<file path="config.mk">
export PLATFORM = sky130hd
export DESIGN_NAME = trap_irq_ctrl
export DESIGN_NICKNAME = d
export VERILOG_FILES = /design/src/hdl/trap_irq_pkg.sv /design/src/hdl/edge_sense.sv /design/src/hdl/sticky_bits.sv /design/src/hdl/trap_irq_ctrl.sv
export SDC_FILE = /design/constraint.sdc
export NUM_CORES = 1
export LEC_CHECK = 0
export BUFFER_PORTS_ARGS = -buffer_cell sky130_fd_sc_hd__buf_2
export CAP_MARGIN = 40
export CORE_ASPECT_RATIO = 1.25
export CORE_MARGIN = 8
export CORE_UTILIZATION = 46
export CTS_CLUSTER_DIAMETER = 60
export DETAILED_ROUTE_END_ITERATION = 10
export PLACE_DENSITY_LB_ADDON = 0.2
export SKIP_CTS_REPAIR_TIMING = 1
export SYNTH_ARGS = -nofsm -noshare
export SYNTH_HDL_FRONTEND = slang
export SYNTH_SLANG_ARGS = --single-unit
</file>
<file path="constraint.sdc">
create_clock -name pclk -period 1.4 [get_ports pclk]
set_input_delay 0.14 -clock pclk [delete_from_list [all_inputs] [get_ports pclk]]
set_output_delay 0.14 -clock pclk [all_outputs]
set_load 0.005 [all_outputs]
</file>
<file path="src/hdl/trap_irq_pkg.sv">
package trap_irq_pkg;

  // Register byte offsets on the APB window
  localparam logic [11:0] OFF_TRAP_STATUS = 12'h000;
  localparam logic [11:0] OFF_GLOBAL_CTRL = 12'h004;
  localparam logic [11:0] OFF_IRQ_STATUS = 12'h008;
  localparam logic [11:0] OFF_IRQ_MASK = 12'h00c;

  // Register widths
  localparam int REG_W = 16;
  localparam int EXT_N = 3;
  localparam int TRAP_N = 3;
  localparam int EVT_W = 7;

  // Trap status field positions
  localparam int TS_ADDR_FAULT = 3;
  localparam int TS_STACK_FAULT = 2;
  localparam int TS_CLOCK_LOSS = 1;

  // Global control field positions
  localparam int GC_IRQ_ENABLE = 15;
  localparam int GC_DEFERRAL = 14;
  localparam int GC_SOFT_TRAP = 13;
  localparam int GC_ALT_VECTOR = 8;
  localparam int GC_EDGE_SEL_LSB = 0;

  // Event status and mask field positions
  localparam int EV_EXT_LSB = 0;
  localparam int EV_TRAP_LSB = 3;
  localparam int EV_SOFT_TRAP = 6;

  // Reset values
  localparam logic RST_IRQ_ENABLE = 1'b1;
  localparam logic RST_SOFT_TRAP = 1'b0;
  localparam logic RST_ALT_VECTOR = 1'b0;
  localparam logic [EXT_N-1:0] RST_EDGE_SEL = 3'h0;
  localparam logic [EVT_W-1:0] RST_EVT_MASK = 7'h00;
  localparam logic [31:0] RST_PRDATA = 32'h0000_0000;

  // One APB request as seen in the setup phase
  typedef struct packed {
    logic [11:0] addr;
    logic write;
    logic [31:0] wdata;
  } apb_req_t;

  // Trap sources from the core, one-cycle pulses
  typedef struct packed {
    logic addr_fault;
    logic stack_fault;
    logic clock_loss;
  } trap_evt_t;

endpackage : trap_irq_pkg
</file>
<file path="src/hdl/edge_sense.sv">
`timescale 1ns/1ps
// Synchronises one pin and flags the selected edge as a one-cycle pulse
module edge_sense (
  // Clock and reset
  input wire logic pclk,
  input wire logic presetn,
  // Pin and polarity
  input wire logic pin,
  input wire logic falling_sel,
  // Edge pulse
  output logic edge_pulse
);

  logic meta_r;
  logic sync_r;
  logic prev_r;

  // Two-stage synchroniser, then a history stage for edge compare
  always_ff @(posedge pclk or negedge presetn) begin
    if (!presetn) begin
      meta_r <= 1'b0;
      sync_r <= 1'b0;
      prev_r <= 1'b0;
    end else begin
      meta_r <= pin;
      sync_r <= meta_r;
      prev_r <= sync_r;
    end
  end

  // Polarity picks falling (1) or rising (0) edge
  assign edge_pulse = falling_sel ? (prev_r & ~sync_r) : (sync_r & ~prev_r);

endmodule : edge_sense

</file>
<file path="src/hdl/sticky_bits.sv">
`timescale 1ns/1ps
// Bank of sticky flags; a set in the clear cycle wins
module sticky_bits #(
  parameter int W = 3
) (
  // Clock and reset
  input wire logic pclk,
  input wire logic presetn,
  // Set and clear strobes
  input wire logic [W-1:0] set_bits,
  input wire logic [W-1:0] clr_bits,
  // Held flags
  output logic [W-1:0] flags
);

  logic [W-1:0] flags_r;
  logic [W-1:0] flags_nxt;

  // Set beats clear so no event is lost
  assign flags_nxt = (flags_r & ~clr_bits) | set_bits;

  always_ff @(posedge pclk or negedge presetn) begin
    if (!presetn) begin
      flags_r <= '0;
    end else begin
      flags_r <= flags_nxt;
    end
  end

  assign flags = flags_r;

endmodule : sticky_bits

</file>
<file path="src/hdl/trap_irq_ctrl.sv">
// Decided for this implementation: the register addresses and the APB interface to the registers.
`timescale 1ns/1ps
// Function
// - An address error trap sets the address fault flag in trap status bit 3.
// - A stack error trap sets the stack fault flag in trap status bit 2.
// - An oscillator failure trap sets the clock loss flag in trap status bit 1.
// - Trap status bit 0 always reads zero and ignores writes.
// - Global control bit 14 reports read-only whether interrupt deferral is active.
// - Global control bit 13 is the soft trap enable, reset 0, writing 1 raises it.
// - Global control bit 8 selects the alternate vector table, reset 0.
// - Global control bits 2..0 are edge polarity selects for external inputs 2..0, reset 0.
// - A polarity bit of 1 requests on a falling edge, 0 on a rising edge.
module trap_irq_ctrl (
  // APB clock and reset
  input wire logic pclk,
  input wire logic presetn,
  // APB slave
  input wire logic psel,
  input wire logic penable,
  input wire logic pwrite,
  input wire logic [11:0] paddr,
  input wire logic [31:0] pwdata,
  output logic [31:0] prdata,
  output logic pready,
  output logic pslverr,
  // Trap sources and deferral status from the core
  input wire trap_irq_pkg::trap_evt_t trap_evt,
  input wire logic irq_deferral_active,
  // External interrupt pins
  input wire logic [2:0] ext_irq_pin,
  // Towards the core
  output logic [2:0] ext_irq_req,
  output logic trap_pending,
  output logic soft_trap_req,
  output logic alt_vector_select,
  output logic global_irq_enable,
  // Interrupt line
  output logic irq
);

  // Decode of an address against one register offset
  function automatic logic reg_hit(input logic [11:0] addr, input logic [11:0] offset);
    reg_hit = (addr[11:2] == offset[11:2]);
  endfunction : reg_hit

  trap_irq_pkg::apb_req_t req;

  // Control registers
  logic irq_enable_r;
  logic soft_trap_r;
  logic alt_vector_r;
  logic [2:0] edge_sel_r;
  logic [6:0] evt_mask_r;
  logic [31:0] prdata_r;

  logic irq_enable_nxt;
  logic soft_trap_nxt;
  logic alt_vector_nxt;
  logic [2:0] edge_sel_nxt;
  logic [6:0] evt_mask_nxt;
  logic [31:0] prdata_nxt;

  // Flags and events
  logic [2:0] trap_set;
  logic [2:0] trap_clr;
  logic [2:0] trap_flags;
  logic [2:0] ext_edge;
  logic [6:0] evt_set;
  logic [6:0] evt_clr;
  logic [6:0] evt_flags;
  logic [6:0] evt_active;
  logic soft_trap_rise;

  // Bus decode
  logic setup_phase;
  logic access_phase;
  logic hit_trap;
  logic hit_ctrl;
  logic hit_evt;
  logic hit_mask;
  logic hit_any;
  logic wr_trap;
  logic wr_ctrl;
  logic wr_evt;
  logic wr_mask;

  // Read views
  logic [15:0] trap_view;
  logic [15:0] ctrl_view;
  logic [15:0] evt_view;
  logic [15:0] mask_view;
  logic [15:0] rd_mux;

  // Bundle the request fields
  assign req.addr = paddr;
  assign req.write = pwrite;
  assign req.wdata = pwdata;

  // Phase and address decode
  assign setup_phase = psel & ~penable;
  assign access_phase = psel & penable;
  assign hit_trap = reg_hit(req.addr, trap_irq_pkg::OFF_TRAP_STATUS);
  assign hit_ctrl = reg_hit(req.addr, trap_irq_pkg::OFF_GLOBAL_CTRL);
  assign hit_evt = reg_hit(req.addr, trap_irq_pkg::OFF_IRQ_STATUS);
  assign hit_mask = reg_hit(req.addr, trap_irq_pkg::OFF_IRQ_MASK);
  assign hit_any = hit_trap | hit_ctrl | hit_evt | hit_mask;

  // Writes land only at the access edge
  assign wr_trap = access_phase & req.write & hit_trap;
  assign wr_ctrl = access_phase & req.write & hit_ctrl;
  assign wr_evt = access_phase & req.write & hit_evt;
  assign wr_mask = access_phase & req.write & hit_mask;

  // Zero wait states; unmapped addresses answer with an error
  assign pready = 1'b1;
  assign pslverr = access_phase & ~hit_any;

  // External pins: synchronise and pick the edge per polarity bit
  genvar gi;
  generate
    for (gi = 0; gi < trap_irq_pkg::EXT_N; gi++) begin : g_ext
      edge_sense u_edge (
        .pclk(pclk),
        .presetn(presetn),
        .pin(ext_irq_pin[gi]),
        .falling_sel(edge_sel_r[gi]),
        .edge_pulse(ext_edge[gi])
      );
    end
  endgenerate

  // Trap pulses set the sticky flags
  assign trap_set[2] = trap_evt.addr_fault;
  assign trap_set[1] = trap_evt.stack_fault;
  assign trap_set[0] = trap_evt.clock_loss;

  // Software clears a trap flag by writing 0 to it; writing 1 keeps it
  assign trap_clr = {3{wr_trap}} & ~req.wdata[trap_irq_pkg::TS_ADDR_FAULT:1];

  sticky_bits #(
    .W(trap_irq_pkg::TRAP_N)
  ) u_trap_flags (
    .pclk(pclk),
    .presetn(presetn),
    .set_bits(trap_set),
    .clr_bits(trap_clr),
    .flags(trap_flags)
  );

  // Soft trap raised on a 0 to 1 write of its enable
  assign soft_trap_rise = soft_trap_nxt & ~soft_trap_r;

  // Event status: pins, traps and soft trap; write one to clear
  assign evt_set = {soft_trap_rise, trap_set, ext_edge};
  assign evt_clr = {7{wr_evt}} & req.wdata[6:0];

  sticky_bits #(
    .W(trap_irq_pkg::EVT_W)
  ) u_evt_flags (
    .pclk(pclk),
    .presetn(presetn),
    .set_bits(evt_set),
    .clr_bits(evt_clr),
    .flags(evt_flags)
  );

  // Next values for the writable control fields
  assign irq_enable_nxt = wr_ctrl ? req.wdata[trap_irq_pkg::GC_IRQ_ENABLE] : irq_enable_r;
  assign soft_trap_nxt = wr_ctrl ? req.wdata[trap_irq_pkg::GC_SOFT_TRAP] : soft_trap_r;
  assign alt_vector_nxt = wr_ctrl ? req.wdata[trap_irq_pkg::GC_ALT_VECTOR] : alt_vector_r;
  assign edge_sel_nxt = wr_ctrl ? req.wdata[2:0] : edge_sel_r;
  assign evt_mask_nxt = wr_mask ? req.wdata[6:0] : evt_mask_r;

  // Control register bank
  always_ff @(posedge pclk or negedge presetn) begin
    if (!presetn) begin
      irq_enable_r <= trap_irq_pkg::RST_IRQ_ENABLE;
      soft_trap_r <= trap_irq_pkg::RST_SOFT_TRAP;
      alt_vector_r <= trap_irq_pkg::RST_ALT_VECTOR;
      edge_sel_r <= trap_irq_pkg::RST_EDGE_SEL;
      evt_mask_r <= trap_irq_pkg::RST_EVT_MASK;
    end else begin
      irq_enable_r <= irq_enable_nxt;
      soft_trap_r <= soft_trap_nxt;
      alt_vector_r <= alt_vector_nxt;
      edge_sel_r <= edge_sel_nxt;
      evt_mask_r <= evt_mask_nxt;
    end
  end

  // Trap status view; bit 0 and upper bits tied low
  assign trap_view = {12'h000, trap_flags, 1'b0};

  // Global control view; unused fields read zero
  assign ctrl_view = {irq_enable_r,
                      irq_deferral_active,
                      soft_trap_r,
                      4'h0,
                      alt_vector_r,
                      5'h00,
                      edge_sel_r};

  assign evt_view = {9'h000, evt_flags};
  assign mask_view = {9'h000, evt_mask_r};

  // Read selection
  assign rd_mux = hit_trap ? trap_view :
                  hit_ctrl ? ctrl_view :
                  hit_evt ? evt_view :
                  hit_mask ? mask_view : 16'h0000;

  // Read data is captured in setup so it comes from a flop at the access edge
  assign prdata_nxt = (setup_phase & ~req.write) ? {16'h0000, rd_mux} : prdata_r;

  always_ff @(posedge pclk or negedge presetn) begin
    if (!presetn) begin
      prdata_r <= trap_irq_pkg::RST_PRDATA;
    end else begin
      prdata_r <= prdata_nxt;
    end
  end

  assign prdata = prdata_r;

  // Pending events after the mask
  assign evt_active = evt_flags & evt_mask_r;

  // Maskable pin requests gated by the global enable; traps are not
  assign ext_irq_req = evt_flags[2:0] & {3{irq_enable_r}};
  assign trap_pending = (|trap_flags) | soft_trap_r;
  assign irq = ((|evt_active[2:0]) & irq_enable_r) | (|evt_active[6:3]);

  // Plain control levels out to the core
  assign soft_trap_req = soft_trap_r;
  assign alt_vector_select = alt_vector_r;
  assign global_irq_enable = irq_enable_r;

endmodule : trap_irq_ctrl

</file>
==> Word-level counts from Yosys, hierarchy flattened <==
Index checks and enable logic that the tools add are counted.
{ "totals": {"ff_bits": 48, "input_bits": 56, "word_cells": 75} }
{ "classes": {"eq_ne": 3, "n_bitwise": 43, "n_reduce_logical": 4, "mux": 8} }
{ "op_table": {"columns": ["operator", "n"], "rows": [
  ["$mux 16", 2],
  ["$and 7x7->7", 3],
  ["$eq 10x2->1 const B", 2],
  ["$and 1x1->1", 17],
  ["$mux 7", 2],
  ["$eq 10x1->1 const B", 1],
  ["$logic_not 10->1", 1],
  ["$not 1->1", 10],
  ["$and 3x3->3", 3],
  ["$not 7->7", 1],
  ["$or 7x7->7", 1],
  ["$not 3->3", 2],
  ["$reduce_or 3->1", 2],
  ["$or 1x1->1", 5],
  ["$mux 1", 4],
  ["$reduce_or 4->1", 1],
  ["$or 3x3->3", 1]
]} }

==> Longest topological paths before layout <==
Gate-level depths: netlist of run 1.
{ "logic_depth": {"depth_word": 7, "depth_mapped": 6, "mapped_depth_nobuf": 4} }

==> Modules after synthesis <==
A second synthesis of run 1 with hierarchy kept.
{ "hier_totals": {"hier_cells": 188, "hier_area_um2": 2117.0} }
{ "modules_own_cells": {"columns": ["module", "cells_each", "n_inst", "area_per_inst_um2"], "rows": [
  ["trap_irq_ctrl", 140, 1, 1461.4],
  ["edge_sense", 6, 3, 97.6],
  ["sticky_bits (u_evt_flags)", 21, 1, 254.0],
  ["sticky_bits (u_trap_flags)", 9, 1, 108.9]
]} }

==> Worst setup path after synthesis of run 1 <==
OpenSTA, ideal clock, no wires.
{ "synth_timing": {"path_type": "input to register", "from": "in paddr[3]", "to": "reg evt_mask_r[0]", "slack_ns": 0.105, "stages": 4, "arrival_ns": 1.171, "required_time_ns": 1.275, "path_cell_list": "buf_4 > nor3b_1 > nand4_1 > mux2_2"} }
{ "synth_via": {"elab_chain_cells": 2} }
{ "synth_lines": {"columns": ["item", "line", "source"], "rows": [
  ["from (decl)", "trap_irq_ctrl.sv:21", "input wire logic [11:0] paddr,"],
  ["$eq 10x2->1", "trap_irq_ctrl.sv:43", "reg_hit = (addr[11:2] == offset[11:2]);"],
  ["$and 1x1->1", "trap_irq_ctrl.sv:112", "assign wr_mask = access_phase & req.write & hit_mask;"],
  ["to (signal assigned)", "trap_irq_ctrl.sv:181", "evt_mask_r <= trap_irq_pkg::RST_EVT_MASK;"],
  ["to (signal assigned)", "trap_irq_ctrl.sv:187", "evt_mask_r <= evt_mask_nxt;"],
  ["to (decl)", "trap_irq_ctrl.sv:53", "logic [6:0] evt_mask_r;"]
]} }
Every way passes these cells.
A chain may end at the register's enable or synchronous reset.

==> Worst setup path after layout of run 1 <==
{ "layout_timing": {"from": "reg evt_mask_r[6]", "to": "out irq"} }
{ "layout_via": {"elab_chain_cells": 3} }
{ "layout_lines": {"columns": ["item", "line", "source"], "rows": [
  ["$and 7x7->7", "trap_irq_ctrl.sv:226", "assign evt_active = evt_flags & evt_mask_r;"],
  ["$reduce_or 4->1", "trap_irq_ctrl.sv:231", "assign irq = ((|evt_active[2:0]) & irq_enable_r) | (|evt_active[6:3]);"],
  ["$or 1x1->1", "trap_irq_ctrl.sv:231", null],
  ["to (decl)", "trap_irq_ctrl.sv:38", "output logic irq"]
]} }
Every way passes these cells.

==> flow_summary.json, run 1 <==
{
  "yosys_most_used_dff": "dfrtp_1",
  "drtIter0Drc": 70,
  "synth-edff-count": 0,
  "firstDrtPassIters": 4,
  "cp_max_fo": 3,
  "status": "complete, but fails checks",
  "num_antenna_cells": 0,
  "die_area_mm2": 0.00685,
  "fin_cells": 322,
  "areaGrowthSynthToFinish_pct": 25.8,
  "cts_buffers": 5,
  "synth_area_leader_cell": "dfrtp_1",
  "synth.area.top_cells": "dfrtp_1, buf_4, mux2_2, nand2_1, nor2_1",
  "fillers": 405,
  "path_class": "register to output pin",
  "port_buffers": 51,
  "nets": 319,
  "clockBufferDepth": 2,
  "holdWs_ns": 0.0726,
  "final_hold_viol_count": 0,
  "grt_pass1_vias": 1474,
  "yosysWarnings": 0,
  "grt_pass1_wl_um": 7340,
  "rows": 27,
  "multi_input_area_um2": 848,
  "seq_area_frac_synth_pct": 52.7,
  "ir_drop_mv": 0.852,
  "p_leak_nw": 1.29,
  "drive_gt1_share_pct": 37.5,
  "root_buffer": "clkbuf_8",
  "critPathRequiredTime_ns": 1.26,
  "period_minus_slack_ns": 1.61,
  "grt_max_degree": 44,
  "via_per_inst": 4.84,
  "ys_seq_elements": 43,
  "cts_tree": "built",
  "rr_worst_depth": 4,
  "slew_violations": 0,
  "drt-met1-wl_um": 1810,
  "rsz0062_at_grt": "yes",
  "finalSetupViolCount": 2,
  "path_clk_slew_ns": 0.08,
  "period_share_pct": 115,
  "avgSynthCellArea_um2": 10.8,
  "grt.overflow.total": 0,
  "pre_cts_ws_ns": -0.133,
  "htree_levels": 2,
  "fmax_ghz": 0.623,
  "vias": 1560,
  "p_per_area_mw_per_mm2": 939,
  "async_flop_share_pct": 100,
  "fin_area_mm2": 0.00257,
  "drt-total-wl_um": 4720,
  "core_area_mm2": 0.00436,
  "io_pins": 98,
  "wire_per_inst_um": 14.7,
  "critPathArrivalTime_ns": 1.47,
  "placed_cell_area_mm2": 0.00237,
  "register_area_mm2": 0.00108,
  "fp.dieW_um": 75.6,
  "insertion_delay_ns": 0.30,
  "top_layer_used": "met4",
  "synth_top_area_share_pct": 51.4,
  "track_usage_pct": 14.1,
  "route.met2.wl_um": 2400,
  "route.detailed.drc": 0,
  "synth_cell_types": 33,
  "drtAntennaViolNets": 0,
  "gp_congestion": 0.761,
  "antenna_found_initial": 0,
  "cp-start-kind": "register",
  "endpoint_kind": "output pin",
  "start_util_pct": 46.9,
  "whs_path_depth": 2,
  "cts.sinks": 43,
  "synthCells": 190,
  "violations": "setup timing",
  "cap_violations": 0,
  "fp.dieH_um": 90.5,
  "hold_path_class": "input port to register",
  "met3_length_um": 439,
  "worst_slack_ns": -0.205,
  "syn_area_mm2": 0.00204,
  "dp.cells": 306,
  "dpl.hpwl_um": 3660,
  "worst_clock_skew_ns": 0.00583
}
## Yosys cell counts (all sizes together), types with 2 or more instances
cell,n
a21o,6
a31oi,5
and2,3
and4b,2
buf,25
clkbuf,2
conb,2
dfrtp,42
inv,3
mux2,14
mux2i,4
mux4,2
nand2,33
nand3,2
nor2,15
o21ai,14
o31ai,3
or4,2
## logic make-up after synthesis
group / share of synthesized area [%]
AOI/OAI and AO/OA: 9.85
buffers and inverters: 9.98
DFF: 52.7
muxes: 11.9
other: 0.367
and+or+nand+nor: 15.2
## power by group
group          internal [mW]  leakage (nW)  switching (mW)
Combinational         0.0799         0.703           0.108
Sequential              1.26         0.529         0.00772
Clock                  0.531        0.0581           0.431
Total                   1.87          1.29           0.547
## per-stage QoR
stage / util [%] / setup TNS [ns] / total power, mW
after floorplan: - / 0 / 1.40
after global routing: 59.0 / -0.399 / 2.53
after detailed placement: 54.4 / -1.40 / 1.47
final: 59.0 / -0.306 / 2.41
after global placement: 54.4 / -1.14 / 1.47
after CTS: 57.0 / -0.422 / 2.44
## cell usage in the layout, fill, tap and decap left out, drive strengths merged, types with 3 or more instances in the layout
cell / Yosys / routed
a21o: 6 / 6
a31oi: 5 / 5
and2: 3 / 3
buf: 25 / 69
clkbuf: 2 / 5
conb: 2 / 22
dfrtp: 42 / 42
dlygate4sd3: 0 / 4
inv: 3 / 3
mux2: 14 / 14
mux2i: 4 / 4
nand2: 33 / 33
nor2: 15 / 15
o21ai: 14 / 14
o31ai: 3 / 3
## path summary, 6_finish.rpt
path	from	to	slack (ns)
hold / removal	pwdata[8]	alt_vector_select	0.07
min in group asynchronous	presetn	g_ext[1].u_edge.meta_r	0.34
setup reg to reg	u_trap_flags.flags[0]	prdata[1]	0.20
setup / recovery	evt_mask_r[6]	irq	-0.21
max in group asynchronous	presetn	global_irq_enable	0.79
hold reg to reg	g_ext[1].u_edge.meta_r	g_ext[1].u_edge.sync_r	0.36
## sequential cells by signal (all words and copies together) (netlist names), 3 cells and up
name,cells
g_ext.u_edge.sync_r,3
g_ext.u_edge.prev_r,3
u_evt_flags.flags,7
u_trap_flags.flags,3
edge_sel_r,3
g_ext.u_edge.meta_r,3
prdata,11
evt_mask_r,7
## metal layers
layer  vias up  global-route usage (%)
li1        762                       -
met1       738                    16.3
met2        54                    23.5
met3         6                    4.00
met4         0                    5.47
met5         -                       0
## area by class of cell
type                    count  share of cell area [%]
well taps                  58                    2.82
clock buffers               5                    2.68
flip-flops and latches     43                    41.9
repair buffers             73                    17.5
multi-input cells         137                    33.0
clock inverters             3                    1.70
inverters                   3                   0.438
## worst max-delay path, stage by stage, from the launching register on
cell      delay (ns)
dfrtp_1         0.41
a22o_1          0.25
a221oi_2        0.17
buf_4           0.15
o21ai_1         0.06
buf_2           0.13
(Power assumes the default switching activity.)
==> run 2: changes to the inputs <==
--- a/config.mk
+++ b/config.mk
@@ -5,13 +5,13 @@
 export SDC_FILE = /design/constraint.sdc
 export NUM_CORES = 1
 export LEC_CHECK = 0
-export BUFFER_PORTS_ARGS = -buffer_cell sky130_fd_sc_hd__buf_2
 export CAP_MARGIN = 40
 export CORE_ASPECT_RATIO = 1.25
 export CORE_MARGIN = 8
-export CORE_UTILIZATION = 46
+export CORE_UTILIZATION = 50
 export CTS_CLUSTER_DIAMETER = 60
 export DETAILED_ROUTE_END_ITERATION = 10
+export DONT_BUFFER_PORTS = 1
 export PLACE_DENSITY_LB_ADDON = 0.2
 export SKIP_CTS_REPAIR_TIMING = 1
 export SYNTH_ARGS = -nofsm -noshare
==> flow_summary.json, run 2 (synthesis results as in run 1) <==
{
  "status": "complete, but fails checks",
  "violations": "hold timing, setup timing",
  "worstHoldStart": "paddr[2]",
  "route.detailed.drc": 0,
  "worst_clock_skew_ns": 0.0121,
  "slew_violations": 0,
  "period_share_pct": 104,
  "gp_congestion": 0.772,
  "antenna_found_initial": 0,
  "grt_max_degree": 44,
  "port_buffers": 0,
  "drive_gt1_share_pct": 18.8,
  "gr-usage-met1_pct": 14.4,
  "start_util_pct": 51.1,
  "areaGrowthSynthToFinish_pct": 17.3,
  "via_per_inst": 5.36,
  "fin_util_pct": 59.9,
  "rows": 26,
  "cts_buffers": 5,
  "rsz0062_at_grt": "yes",
  "fillers": 355,
  "critPathArrivalTime_ns": 1.32,
  "drtIter0Drc": 84,
  "r2r-end": "prdata[1]",
  "worst_slack_ns": -0.0621,
  "insertion_delay_ns": 0.30,
  "grt_pass1_wl_um": 6830,
  "grt_pass1_vias": 1386,
  "cts.sinks": 43,
  "wire_per_inst_um": 17.4,
  "vias": 1469,
  "fp.dieW_um": 73.2,
  "cp_max_fo": 3,
  "critPathRequiredTime_ns": 1.26,
  "r2r_setup_slack_ns": 0.19,
  "finalSetupViolCount": 2,
  "ir_drop_mv": 0.782,
  "path_clk_slew_ns": 0.09,
  "nets": 273,
  "max_stage_delay_ns": 0.41,
  "whs_path_depth": 2,
  "use_met3_pct": 9.91,
  "hold_path_class": "input port to register",
  "firstDrtPassIters": 4,
  "grt.overflow.total": 0,
  "htree_levels": 2,
  "layout_commonest_cell": "dfrtp_1",
  "largest_reg_flops": 11,
  "critPathTopFamily": "compound AO/OA/AOI/OAI gates",
  "root_buffer": "clkbuf_8",
  "drtAntennaViolNets": 0,
  "endpoint_kind": "output pin",
  "gr-usage-met2_pct": 22.2,
  "die_area_mm2": 0.00640,
  "io_pins": 98,
  "clockBufferDepth": 2,
  "cap_violations": 0,
  "holdWs_ns": -0.00139,
  "rr_worst_depth": 4,
  "period_minus_slack_ns": 1.46,
  "track_usage_pct": 14.3,
  "p_leak_nw": 1.08,
  "slowest_stage": "dfrtp_1",
  "regToRegStartpoint": "u_trap_flags.flags[0]",
  "most-common-layout-cells": "dfrtp_1, nand2_1, conb_1",
  "cp-start-kind": "register",
  "drt-total-wl_um": 4750,
  "path_class": "register to output pin",
  "p_per_area_mw_per_mm2": 1000,
  "core_area_mm2": 0.00400,
  "fp.dieH_um": 87.5,
  "cts_tree": "built",
  "pre_cts_ws_ns": 0.000498,
  "min_to": "prdata[14]",
  "dpl.hpwl_um": 3500,
  "busiest_layer": "met2",
  "path_cells": "a22o_1 > a221oi_2 > o21ai_2",
  "fmax_ghz": 0.684,
  "final_hold_viol_count": 1,
  "worst-path-buf-inv": 0,
  "num_antenna_cells": 0
}
==> run 2: changes by cell type in the layout (fill, tap and decap cells not counted), sizes merged <==
cell	change
dlygate4sd3	+14
clkinv	-1
buf	-60
clkbuf	+1
==> run 2: report_power, final <==
group | leakage (nW) | switching [mW] | internal (mW)
Clock | 0.0612 | 0.416 | 0.577
Combinational | 0.490 | 0.0791 | 0.0710
Sequential | 0.528 | 0.00828 | 1.26
Total | 1.08 | 0.503 | 1.90
==> run 2: how the worst max path moves through the flow <==
stage                               startpoint             to  slack [ns]  depth (start not counted)
after floorplan                       paddr[3]  evt_mask_r[0]        0.10                          4
after global placement               paddr[11]      prdata[3]        0.04                          4
after detailed placement             paddr[11]      prdata[2]      0.0005                          4
after CTS                 u_evt_flags.flags[6]            irq       -0.23                          3
after global routing             evt_mask_r[6]            irq       -0.11                          3
final                            evt_mask_r[6]            irq       -0.06                          3
==> run 2: per-stage QoR <==
stage	cell area (um^2)	power [mW]	instances	TNS (ns)
6_report	2400	2.41	274	-0.0644
5_1_grt	2400	2.50	274	-0.141
4_1_cts	2150	2.35	252	-0.317
3_5_place_dp	2030	1.36	244	0
3_3_place_gp	2030	1.36	244	0
2_1_floorplan	2120	1.40	210	0
==> run 2: final cells by class <==
type	count	area [um^2]	area share [%]
tap	56	70.1	2.92
sequential	43	1080	45.0
timing repair buffer	27	268	11.2
clock buffer	6	82.6	3.44
multi-input combinational	137	852	35.5
inverter	3	11.3	0.470
clock inverter	2	35.0	1.46
==> run 2: per-layer routing <==
metal  vias to the layer above  routed length (um)
met5                         -                   0
met4                         0                  82
met3                        11                 674
met2                        76                2280
met1                       722                1720
li1                        660                   -
==> run 3: changes to the inputs <==
--- a/config.mk
+++ b/config.mk
@@ -12,6 +12,7 @@
 export CTS_CLUSTER_DIAMETER = 60
 export DETAILED_ROUTE_END_ITERATION = 10
 export DONT_BUFFER_PORTS = 1
+export GPL_TIMING_DRIVEN = 0
 export PLACE_DENSITY_LB_ADDON = 0.2
 export SKIP_CTS_REPAIR_TIMING = 1
 export SYNTH_ARGS = -nofsm -noshare
==> constraint.sdc (replaced) <==
create_clock -name pclk -period 1.5 [get_ports pclk]
set_input_delay 0.15 -clock pclk [delete_from_list [all_inputs] [get_ports pclk]]
set_output_delay 0.15 -clock pclk [all_outputs]
set_load 0.005 [all_outputs]
==> flow_summary.json, run 3 (synthesis results as in run 1) <==
{
  "path_clk_slew_ns": 0.09,
  "gp_congestion": 0.839,
  "worst_slack_ns": -0.0250,
  "p_leak_nw": 1.17,
  "vias": 1498,
  "rr_worst_depth": 3,
  "grt_pass1_vias": 1482,
  "port_buffers": 0,
  "via_per_inst": 5.13,
  "route.detailed.drc": 0,
  "cp_max_fo": 3,
  "track_usage_pct": 15.1,
  "critPathLaunch": "evt_mask_r[6]",
  "hold_path_class": "input port to register",
  "fin_util_pct": 62.9,
  "final_hold_viol_count": 3,
  "fmax_ghz": 0.656,
  "firstDrtPassIters": 4,
  "drtAntennaViolNets": 0,
  "crit_cells": 3,
  "p_per_area_mw_per_mm2": 903,
  "placed_cell_area_mm2": 0.00219,
  "critPathTopFamily": "compound AO/OA/AOI/OAI gates",
  "insertion_delay_ns": 0.30,
  "violations": "hold timing, setup timing",
  "worst-path-buf-inv": 0,
  "die_area_mm2": 0.00640,
  "cts_buffers": 5,
  "drive_gt1_share_pct": 24.6,
  "nets": 291,
  "worst_clock_skew_ns": 0.00873,
  "slowest_stage": "dfrtp_1",
  "rsz0062_at_grt": "yes",
  "fp.dieH_um": 87.5,
  "fp.dieW_um": 73.2,
  "start_util_pct": 51.1,
  "areaGrowthSynthToFinish_pct": 23.0,
  "path_class": "register to output pin",
  "cts.sinks": 43,
  "ir_drop_mv": 0.904,
  "critPathArrivalTime_ns": 1.38,
  "status": "complete, but fails checks",
  "fin_area_mm2": 0.00251,
  "dpl.hpwl_um": 3670,
  "cap_violations": 0,
  "htree_levels": 2,
  "period_minus_slack_ns": 1.53,
  "cp-start-kind": "register",
  "max_stage_delay_ns": 0.41,
  "num_antenna_cells": 0,
  "crit_end": "irq",
  "holdWs_ns": -0.00403,
  "period_share_pct": 102,
  "whs_path_depth": 2,
  "slew_violations": 0,
  "rows": 26,
  "finalSetupViolCount": 1,
  "r2r-end": "prdata[1]",
  "path_cells": "a22o_1 > a221oi_2 > o21ai_2",
  "critPathRequiredTime_ns": 1.35,
  "grt_max_degree": 44,
  "grt_pass1_wl_um": 7270,
  "cts_tree": "built",
  "core_area_mm2": 0.00400,
  "most-common-layout-cells": "dfrtp_1, nand2_1, buf_4",
  "wire_per_inst_um": 16.5,
  "drt-total-wl_um": 4830,
  "layout_commonest_cell": "dfrtp_1",
  "r2r_setup_slack_ns": 0.39,
  "root_buffer": "clkbuf_8",
  "regToRegStartpoint": "u_evt_flags.flags[1]",
  "drtIter0Drc": 67,
  "io_pins": 98,
  "endpoint_kind": "output pin",
  "largest_reg_flops": 11,
  "clockBufferDepth": 2,
  "antenna_found_initial": 0,
  "grt.overflow.total": 0
}
[run 3: cell count changes in the layout (fill, tap and decap cells not counted), sizes merged]
cell / before / now
buf: 9 / 26
clkbuf: 6 / 7
clkinv: 1 / 2
dlygate4sd3: 18 / 17
[run 3: routing by layer]
layer | GRT usage [%] | vias to the layer above | wire length, um
met2 | 24.3 | 60 | 2330
li1 | - | 700 | -
met5 | 0 | - | 0
met1 | 14.6 | 734 | 1720
met4 | 6.93 | 0 | 70
met3 | 9.68 | 4 | 701
[run 3: worst min-delay path by stage]
stage	start	to
floorplan	presetn	alt_vector_select
global placement	presetn	g_ext[1].u_edge.meta_r
detailed placement	presetn	edge_sel_r[2]
CTS	presetn	prdata[15]
global route	pwdata[1]	evt_mask_r[1]
finish	irq_deferral_active	prdata[14]
[run 3: worst reg2reg max path: stages (launching register included)]
cell,delay [ns]
dfrtp_1,0.42
mux4_2,0.46
inv_1,0.07
o21ai_1,0.05
[run 3: power breakdown]
group          leakage (nW)  switching (mW)  internal (mW)
sequential            0.528         0.00799           1.17
combinational         0.582          0.0873          0.100
clock                0.0581           0.407          0.496
total                  1.17           0.502           1.77
[run 3: stage by stage]
stage                     power (mW)  instances  setup TNS (ns)  setup slack, ns
after floorplan                 1.31        210               0            0.195
after global placement          1.32        266          -0.425          -0.0587
after detailed placement        1.32        266          -0.496          -0.0679
after CTS                       2.22        274          -0.163           -0.153
after global routing            2.35        292         -0.0635          -0.0635
final                           2.27        292         -0.0250          -0.0250
[run 3: area by class of cell]
type                            instances  area [um^2]
Fill cell                             355         1490
Sequential cell                        43         1080
Multi-Input combinational cell        137          852
Timing Repair Buffer                   18          198
Buffer                                 27          193
Tap cell                               56         70.1
Clock buffer                            5         68.8
Clock inverter                          3         43.8
Inverter                                3         11.3
